--- src/chan_status_pkg.sv ---
//==============================================================
package chan_status_pkg;
  //==============================================================
  // Register map
  localparam logic [7:0] STATUS_ADDR = 8'h47;     // Error status register
  localparam logic [7:0] CAP_ADDR = 8'h4A;        // Capability control register
  localparam logic [7:0] STATUS_RESET = 8'h00;    // Status reset value
  localparam logic [7:0] CAP_RESET = 8'h00;       // Capability reset value
  localparam logic [7:0] CAP_WRITE_MASK = 8'h10;  // Only the CRC flag enable is writable
  localparam logic ENH_ENABLE_RESET = 1'b1;       // Enhanced checking default elsewhere
  //==============================================================
  // Status field positions
  localparam int SEQ_BIT = 5;
  localparam int INIT_ERR_BIT = 4;
  localparam int INIT_TO_BIT = 3;
  localparam int RESP_ERR_BIT = 2;
  localparam int RESP_TO_BIT = 1;
  localparam int DATA_ERR_BIT = 0;
  // Capability field position
  localparam int ENC_CRC_EN_BIT = 4;
  //==============================================================
  // Per-port events from the control channel logic
  typedef struct packed {
    logic sequence_error;     // Forward channel sequence error pulse
    logic fwd_error;          // Sequence, CRC or lock error pulse
    logic watchdog_expire;    // Watchdog timer expiry pulse
    logic response_mismatch;  // Returned data check failed pulse
    logic awaiting_response;  // Level: waiting for serializer
    logic initiator_active;   // Level: local I2C initiator role active
    logic responder_active;   // Level: local I2C responder role active
    logic seq_status_mirror;  // Level: sequence bit of port status one
    logic encoder_crc_error;  // Encoder CRC error pulse
  } chan_event_s;
endpackage

--- src/chan_port_regs.sv ---
`timescale 1ns/1ps
`default_nettype none
module chan_port_regs
  import chan_status_pkg::*;
(
  // Clock and reset
  input wire logic mclk,
  input wire logic nrst,
  // Register access for this copy
  input wire logic wr_cap,
  input wire logic rd_status,
  input wire logic [7:0] wdata,
  // Control channel side
  input wire logic enh_en,
  input wire chan_event_s ev,
  // Register contents and gated flag
  output logic [7:0] status_val,
  output logic [7:0] cap_val,
  output logic enc_crc_flag
);
  //==============================================================
  // Sticky state
  logic seq_r, init_err_r, init_to_r, resp_err_r, resp_to_r, data_err_r; // Flags
  logic crc_en_r;            // Encoder CRC flag enable
  logic wait_init, wait_resp; // Waiting in each role
  assign wait_init = ev.awaiting_response && ev.initiator_active;
  assign wait_resp = ev.awaiting_response && ev.responder_active;

  // Sequence flag: sticky in both modes, read back only in enhanced mode, set wins over read clear
  always_ff @(posedge mclk) begin
    if (!nrst) begin
      seq_r <= 1'b0;
    end else if (ev.sequence_error) begin
      seq_r <= 1'b1;
    end else if (rd_status) begin
      seq_r <= 1'b0;
    end
  end

  // Role errors; only recorded with enhanced checking on
  always_ff @(posedge mclk) begin
    if (!nrst) begin
      init_err_r <= 1'b0;
      resp_err_r <= 1'b0;
    end else begin
      // Initiator role
      if (enh_en && ev.fwd_error && wait_init) begin
        init_err_r <= 1'b1;
      end else if (rd_status) begin
        init_err_r <= 1'b0;
      end
      // Responder role
      if (enh_en && ev.fwd_error && wait_resp) begin
        resp_err_r <= 1'b1;
      end else if (rd_status) begin
        resp_err_r <= 1'b0;
      end
    end
  end

  // Timeouts; responder timeout is reported regardless of enhanced mode
  always_ff @(posedge mclk) begin
    if (!nrst) begin
      init_to_r <= 1'b0;
      resp_to_r <= 1'b0;
    end else begin
      if (enh_en && ev.watchdog_expire && wait_init) begin
        init_to_r <= 1'b1;
      end else if (rd_status) begin
        init_to_r <= 1'b0;
      end
      if (ev.watchdog_expire && wait_resp) begin
        resp_to_r <= 1'b1;
      end else if (rd_status) begin
        resp_to_r <= 1'b0;
      end
    end
  end

  // Returned data check; relies on the serializer echoing data
  always_ff @(posedge mclk) begin
    if (!nrst) begin
      data_err_r <= 1'b0;
    end else if (enh_en && ev.response_mismatch) begin
      data_err_r <= 1'b1;
    end else if (rd_status) begin
      data_err_r <= 1'b0;
    end
  end

  // Capability enable, writable bit only
  always_ff @(posedge mclk) begin
    if (!nrst) begin
      crc_en_r <= CAP_RESET[ENC_CRC_EN_BIT];
    end else if (wr_cap) begin
      crc_en_r <= wdata[ENC_CRC_EN_BIT];
    end
  end

  // Encoder CRC flag, gated by the enable
  always_ff @(posedge mclk) begin
    if (!nrst) begin
      enc_crc_flag <= 1'b0;
    end else begin
      enc_crc_flag <= crc_en_r && ev.encoder_crc_error;
    end
  end

  // Read views; reserved bits forced to zero
  always_comb begin
    status_val = STATUS_RESET;
    status_val[SEQ_BIT] = enh_en ? seq_r : ev.seq_status_mirror;
    status_val[INIT_ERR_BIT] = init_err_r;
    status_val[INIT_TO_BIT] = init_to_r;
    status_val[RESP_ERR_BIT] = resp_err_r;
    status_val[RESP_TO_BIT] = resp_to_r;
    status_val[DATA_ERR_BIT] = data_err_r;
    cap_val = CAP_RESET;
    cap_val[ENC_CRC_EN_BIT] = crc_en_r;
  end
endmodule
`default_nettype wire

--- src/chan_status_regs.sv ---
`timescale 1ns/1ps
`default_nettype none
module chan_status_regs
  import chan_status_pkg::*;
#(
  parameter int NUM_PORTS = 4  // Receive ports
)
(
  // Clock and reset
  input wire logic mclk,
  input wire logic nrst,
  // Register access from the I2C target
  input wire logic [7:0] reg_addr,
  input wire logic reg_wr,
  input wire logic reg_rd,
  input wire logic [7:0] reg_wdata,
  output logic [7:0] reg_rdata,
  output logic reg_rvalid,
  // Port select, held outside this block
  input wire logic [1:0] read_port_sel,
  input wire logic [3:0] write_port_en,
  // Enhanced error check enable, held outside this block
  input wire logic enhanced_error_check_enable,
  // Per-port control channel events
  input wire chan_event_s [NUM_PORTS-1:0] chan_ev,
  // Gated encoder CRC error flags
  output logic [NUM_PORTS-1:0] encoder_crc_error_flag
);
  //==============================================================
  // Elaboration check
  if (NUM_PORTS < 1 || NUM_PORTS > 4) begin : g_bad_ports
    $error("NUM_PORTS must lie between 1 and 4");
  end

  //==============================================================
  // Decode
  logic [7:0] status_v [NUM_PORTS];  // Status copies
  logic [7:0] cap_v [NUM_PORTS];     // Capability copies
  logic hit_status, hit_cap;         // Address hits
  assign hit_status = reg_addr == STATUS_ADDR;
  assign hit_cap = reg_addr == CAP_ADDR;

  // One copy per port; writes may broadcast, reads hit one port
  for (genvar p = 0; p < NUM_PORTS; p++) begin : g_port
    chan_port_regs u_regs (
      .mclk(mclk),
      .nrst(nrst),
      .wr_cap(reg_wr && hit_cap && write_port_en[p]),
      .rd_status(reg_rd && hit_status && read_port_sel == 2'(p)),
      .wdata(reg_wdata),
      .enh_en(enhanced_error_check_enable),
      .ev(chan_ev[p]),
      .status_val(status_v[p]),
      .cap_val(cap_v[p]),
      .enc_crc_flag(encoder_crc_error_flag[p])
    );
  end

  //==============================================================
  // Read data, registered; value before the clear is returned
  always_ff @(posedge mclk) begin
    if (!nrst) begin
      reg_rdata <= 8'h00;
      reg_rvalid <= 1'b0;
    end else begin
      reg_rvalid <= reg_rd;
      // Unselected or unmapped reads return zero
      if (!reg_rd || int'(read_port_sel) >= NUM_PORTS) begin
        reg_rdata <= 8'h00;
      end else if (hit_status) begin
        reg_rdata <= status_v[read_port_sel];
      end else if (hit_cap) begin
        reg_rdata <= cap_v[read_port_sel];
      end else begin
        reg_rdata <= 8'h00;
      end
    end
  end
endmodule
`default_nettype wire

--- config.mk ---
export PLATFORM = sky130hd
export DESIGN_NAME = chan_status_regs
export DESIGN_NICKNAME = d
export VERILOG_FILES = /design/src/chan_status_pkg.sv /design/src/chan_port_regs.sv /design/src/chan_status_regs.sv
export SDC_FILE = /design/constraint.sdc
export NUM_CORES = 1
export LEC_CHECK = 0
export BUFFER_PORTS_ARGS = -buffer_cell sky130_fd_sc_hd__buf_2
export CORE_ASPECT_RATIO = 0.8
export CORE_MARGIN = 3
export CORE_UTILIZATION = 52
export CTS_BUF_LIST = sky130_fd_sc_hd__clkbuf_4 sky130_fd_sc_hd__clkbuf_8 sky130_fd_sc_hd__clkbuf_16
export CTS_CLUSTER_SIZE = 12
export DETAILED_ROUTE_END_ITERATION = 8
export MAX_ROUTING_LAYER = met4
export PLACE_DENSITY = 0.93
export SETUP_SLACK_MARGIN = 0.1
export SLEW_MARGIN = 20
export SYNTH_ARGS = -nofsm -noshare
export SYNTH_HDL_FRONTEND = slang
export SYNTH_SLANG_ARGS = --single-unit
--- constraint.sdc ---
create_clock -name mclk -period 4.2 [get_ports mclk]
set_input_delay 0.21 -clock mclk [delete_from_list [all_inputs] [get_ports mclk]]
set_output_delay 0.21 -clock mclk [all_outputs]
set_load 0.02 [all_outputs]
* After elaboration in Yosys (flattened, before gate mapping)
Cells that the tools add are included. Widths: inputs -> output; s select.
Cells by class: eq/ne operators 5, reduce and logical (&&, ||, !) cells 76, muxes and demuxes 40, $mul 0, div/mod/pow operators 0, add/subtract/negate cells 0, magnitude comparators 1, shifts and indexed selects 0, bitwise logic cells 1
Operator list (count):
- $logic_and 1x1->1 | 50
- $mux 8 | 6
- $reduce_bool 2->1 | 24
- $bmux 8 s2 | 2
- $mux 1 | 32
- $eq 8x7->1 const B | 2
- $eq 2x2->1 const B | 2
- $ge 3x3->1 const B | 1
- $not 2->3 | 1
- $eq 2x1->1 const B | 1
- $logic_not 2->1 | 1
- $reduce_and 2->1 | 1
Storage, ports and cells: RAM bits 0, bits in read-only memories 0, bits of input ports 63, flip-flop bits (word level) 41, memories 0, bits in latches 0, logic and storage cells 157, output and inout bits 13

* Depth between registers and ports, before layout
word-level depth 6, gate-level depth with buffers 5, depth with buffers taken out 3

* By module
A second synthesis with hierarchy kept.
Second synthesis, totals: cells, all modules 247, area, all modules 2502.4 sq um
Modules (own cells, without submodules):
- chan_port_regs | area an instance 420.4 sq um, cells each 45, sequential area each 160.2 sq um, times used 4
- chan_status_regs | area an instance 820.8 sq um, cells each 67, sequential area each 180.2 sq um, times used 1

* Worst setup path before layout
No wires, ideal clock.
path kind input port to flip-flop, start in reg_addr[5], end reg g_port[1].u_regs.seq_r, buffers on the path 1, required time 4.085 ns, setup slack 2.671 ns, arrival time 1.415 ns, setup time 0.115 ns, stages on the path 4, path through or4b_4 > buf_6 > o41a_1 > o21a_1
Between the ends: cells in the longest elaborated chain, start to end 4
Ends and longest elaborated chain:
- start: declaration | RTL line chan_status_regs.sv:13 | input wire logic [7:0] reg_addr,
- $eq 8x7->1 | RTL line chan_status_regs.sv:40 | assign hit_status = reg_addr == STATUS_ADDR;
- $logic_and 1x1->1 (2 in series) | RTL line chan_status_regs.sv:49 | .rd_status(reg_rd && hit_status && read_port_sel == 2'(p)),
- $reduce_bool 2->1 (no line)
- end signal: assignment | RTL line chan_port_regs.sv:32 | seq_r <= 1'b0;
- end signal: assignment | RTL line chan_port_regs.sv:34 | seq_r <= 1'b1;
- end signal: assignment | RTL line chan_port_regs.sv:36 | seq_r <= 1'b0;
- end: declaration | RTL line chan_port_regs.sv:23 | logic seq_r, init_err_r, init_to_r, resp_err_r, resp_to_r, data_err_r;
No other way between the ends. A chain may end at the register's enable or synchronous reset.

* Worst setup path after layout
start in reg_addr[3], end reg g_port[3].u_regs.seq_r
Between the ends: cells in the longest elaborated chain, start to end 4
Ends and longest elaborated chain (RTL line):
- $eq 8x7->1 | chan_status_regs.sv:40
- $logic_and 1x1->1 (2 in series) | chan_status_regs.sv:49
- $reduce_bool 2->1 (no line)
- end signal: assignment | chan_port_regs.sv:32
- end signal: assignment | chan_port_regs.sv:34
- end signal: assignment | chan_port_regs.sv:36
- end: declaration | chan_port_regs.sv:23
No other way between the ends.

==> flow_summary.yaml <==
route:
  firstDrtPassIters: 4
  detail_routed_net_length_per_standard_cell_um: 16.3
  drt_first_iter_violations: 102
  wl_um: 4510
  drcViolationCount: 0
  remaining_number_of_nets_flagged_by_the_antenna_check_after_routing: 0
  vias_per_cell: 5.97
  detailroute.via_count: 1655
clock_network:
  clock_tree_from_tritoncts: "yes"
  worst_setup_hold_path_clk_slew_ns: 0.07
  htree_num_levels: 2
  clockBufferDepth: 2
  insertion_delay_ns: 0.28
  cts_made_buffers: 5
  clock_root_cell: "sky130_fd_sc_hd__clkbuf_8"
  post_cts_buffers: 0
  numClockSinks: 39
  post_cts_resized: 0
  postCtsHoldBufs: 0
floorplan:
  die_area_um2: 4500
  die_height_um: 60.6
  number_of_placed_i_o_pins: 76
  initial_core_util: 0.555
  chipWidth_um: 74.3
  core_region_area_um2: 3490
  placementRows: 19
yosys:
  synth.ff_latch_count: 39
  synth-warning-count: 0
  netlist-cell-type-count: 34
  post_synth.cell_area_avg_um2: 10.7
  synth.yosys.seq_area_share: 0.403
  syn-instance-count: 182
  post_synth_instance_area_um2: 1940
timing:
  shortest_clock_period_the_worst_path_allows_after_layout_ns: 1.60
  setup_tns_ns: 0
  timing_max_transition_violations_final: 0
  setup_viol_count_final: 0
  fin_worst_skew_ns: 0.00343
  worst-slew-pin-transition_ns: 0.778
  slew_headroom: 0.479
  portion_of_the_clock_cycle_consumed_by_the_worst_path_in_the_final_layout: 0.382
  final_hold_viol_count: 0
  max_freq_mhz: 623
  worst_slack_ns: 2.60
  setup_repair_after_global_routing_missed_its_margin: "false"
grt:
  vias_in_the_first_global_route: 1621
  grt_remaining_overflow: 0
  grt_pass1_wl_um: 7530
  grt_start_max_net_pins: 38
  grt_antenna_before_repair: 0
  grtUsageTotal: 0.231
placed_design:
  minimum_setup_slack_after_placement_ns: 2.34
  dpl-instance-area_um2: 2160
  place.gp.congestion: 0.805
  dpl.hpwl_um: 3400
  buffer_ports.inserted: 66
finish:
  syn_to_final_growth_pct: 15.5
  area.sequential_um2: 781
  nets: 299
  multi_input_area_um2: 975
  n_fill_cell: 289
  count_of_inserted_antenna_diode_cells: 0
  layout-drive-gt1-share: 0.353
  summed_area_of_non_filler_cells_in_the_final_layout_um2: 2240
critical_path:
  worst_r2r_startpoint: "g_port[3].u_regs.seq_r"
  worstPathMaxFanout: 18
  r2r_cells: 3
  ff2ff_setup_slack_ns: 3.09
  rr_endpoint: "reg_rdata[5]"
  required_ns: 4.38
  critPathKind: "input pin to register"
  end_kind: "register"
  setup.worst_path.start: "reg_addr[3]"
  cp-start-kind: "input pin"
  critical_path_arrival_ns: 1.78
min_path:
  timing.hold.worst_path_depth: 2
  hold_path_startpoint: "chan_ev[8]"
  worst_hold_path_type: "input pin to register"
  worstHoldEndpoint: "g_port[0].u_regs.seq_r"
pwr:
  peak_supply_drop_uv: 218
  power_per_cell_area_nw_per_um2: 317
  leakage_nw: 0.931
flow_run:
  timing.max_cap.violations: 0
run_status:
  run_status: "finished, final reports clean"
critical path, cell delays in order:
cell	delay (ns)
sky130_fd_sc_hd__buf_2	0.10
sky130_fd_sc_hd__nand4b_1	0.68
sky130_fd_sc_hd__o41a_1	0.62
sky130_fd_sc_hd__o21a_1	0.17
state kept, by name, indices dropped and copies added, names as in the netlist:
register / count
reg_rvalid: 1
g_port.u_regs.resp_err_r: 4
g_port.u_regs.init_to_r: 4
g_port.u_regs.resp_to_r: 4
g_port.u_regs.data_err_r: 4
g_port.u_regs.crc_en_r: 4
g_port.u_regs.enc_crc_flag: 4
g_port.u_regs.seq_r: 4
g_port.u_regs.init_err_r: 4
reg_rdata: 6
metal layers:
metal,vias up,global-route usage,routed length [um]
met5,-,-,0
met4,0,0.0457,39
met3,4,0.0646,409
met2,77,0.374,2170
met1,760,0.292,1890
li1,814,-,-
how the worst max path moves through the flow:
stage	end	slack [ns]	depth (start not counted)
6_report	g_port[3].u_regs.seq_r	2.60	4
5_1_grt	g_port[1].u_regs.data_err_r	2.46	4
4_1_cts	g_port[3].u_regs.seq_r	2.65	4
3_5_place_dp	g_port[3].u_regs.seq_r	2.34	4
3_3_place_gp	g_port[3].u_regs.seq_r	2.36	4
2_1_floorplan	g_port[1].u_regs.seq_r	2.67	4
kinds of logic (layout without fill, tap and decap cells):
kind of cell,count (synthesis),after routing,synth area share
buf+inv,27,79,0.0968
other cells,1,2,0.00193
simple gates,53,53,0.168
flops,39,39,0.403
mux,13,13,0.119
compound gates,49,49,0.212
layout make-up:
cell class                 instances  area share
timing repair buffer              66       0.147
multi-input combinational        117       0.435
clock buffer                       6      0.0341
inverter                           7      0.0117
sequential                        39       0.348
tap                               42      0.0235
where the power goes:
part           switching [mW]  leakage, nW  total, mW  internal [mW]
registers             0.00656        0.318      0.388          0.382
logic                  0.0481        0.572     0.0944         0.0463
clock network           0.112       0.0406      0.228          0.117
total                   0.166        0.931      0.711          0.545
stage by stage:
stage / hold slack [ns] / instances / util / total power, mW
after CTS: 0.120 / 277 / 0.641 / 0.721
after global placement: 0.419 / 271 / 0.619 / 0.487
after detailed placement: 0.424 / 271 / 0.619 / 0.490
after global routing: 0.123 / 277 / 0.641 / 0.743
after floorplan: 0.332 / 183 / - / 0.455
final: 0.133 / 277 / 0.641 / 0.711
synthesized netlist by cell type (all sizes together):
cell type  number  area share
a21boi         21       0.081
a41o            5       0.026
a41oi           1      0.0045
and2            1      0.0032
and3            4       0.013
and4            1      0.0045
and4b           1      0.0052
and4bb          1      0.0065
buf            12       0.052
clkbuf          8       0.031
clkinv          1      0.0019
conb            1      0.0019
dfxtp          39        0.40
inv             6       0.012
mux2i           5       0.026
mux4            8       0.093
nand2          12       0.023
nand2b          2      0.0065
nand3           4       0.010
nand4          17       0.055
nand4b          1      0.0045
nor2            2      0.0039
nor2b           4       0.013
nor4b           2       0.012
o21a            4       0.015
o41a            3       0.017
o41ai          15       0.068
or4b            1      0.0071
cell usage in the layout, fill, tap and decap left out, drive strengths merged, types with 6 or more instances in the layout:
master  instances
a21boi         21
mux4            8
buf            66
dfxtp          39
inv             6
nand2          12
o41ai          15
nand4          17
clkbuf          6
(Power assumes the default switching activity.)
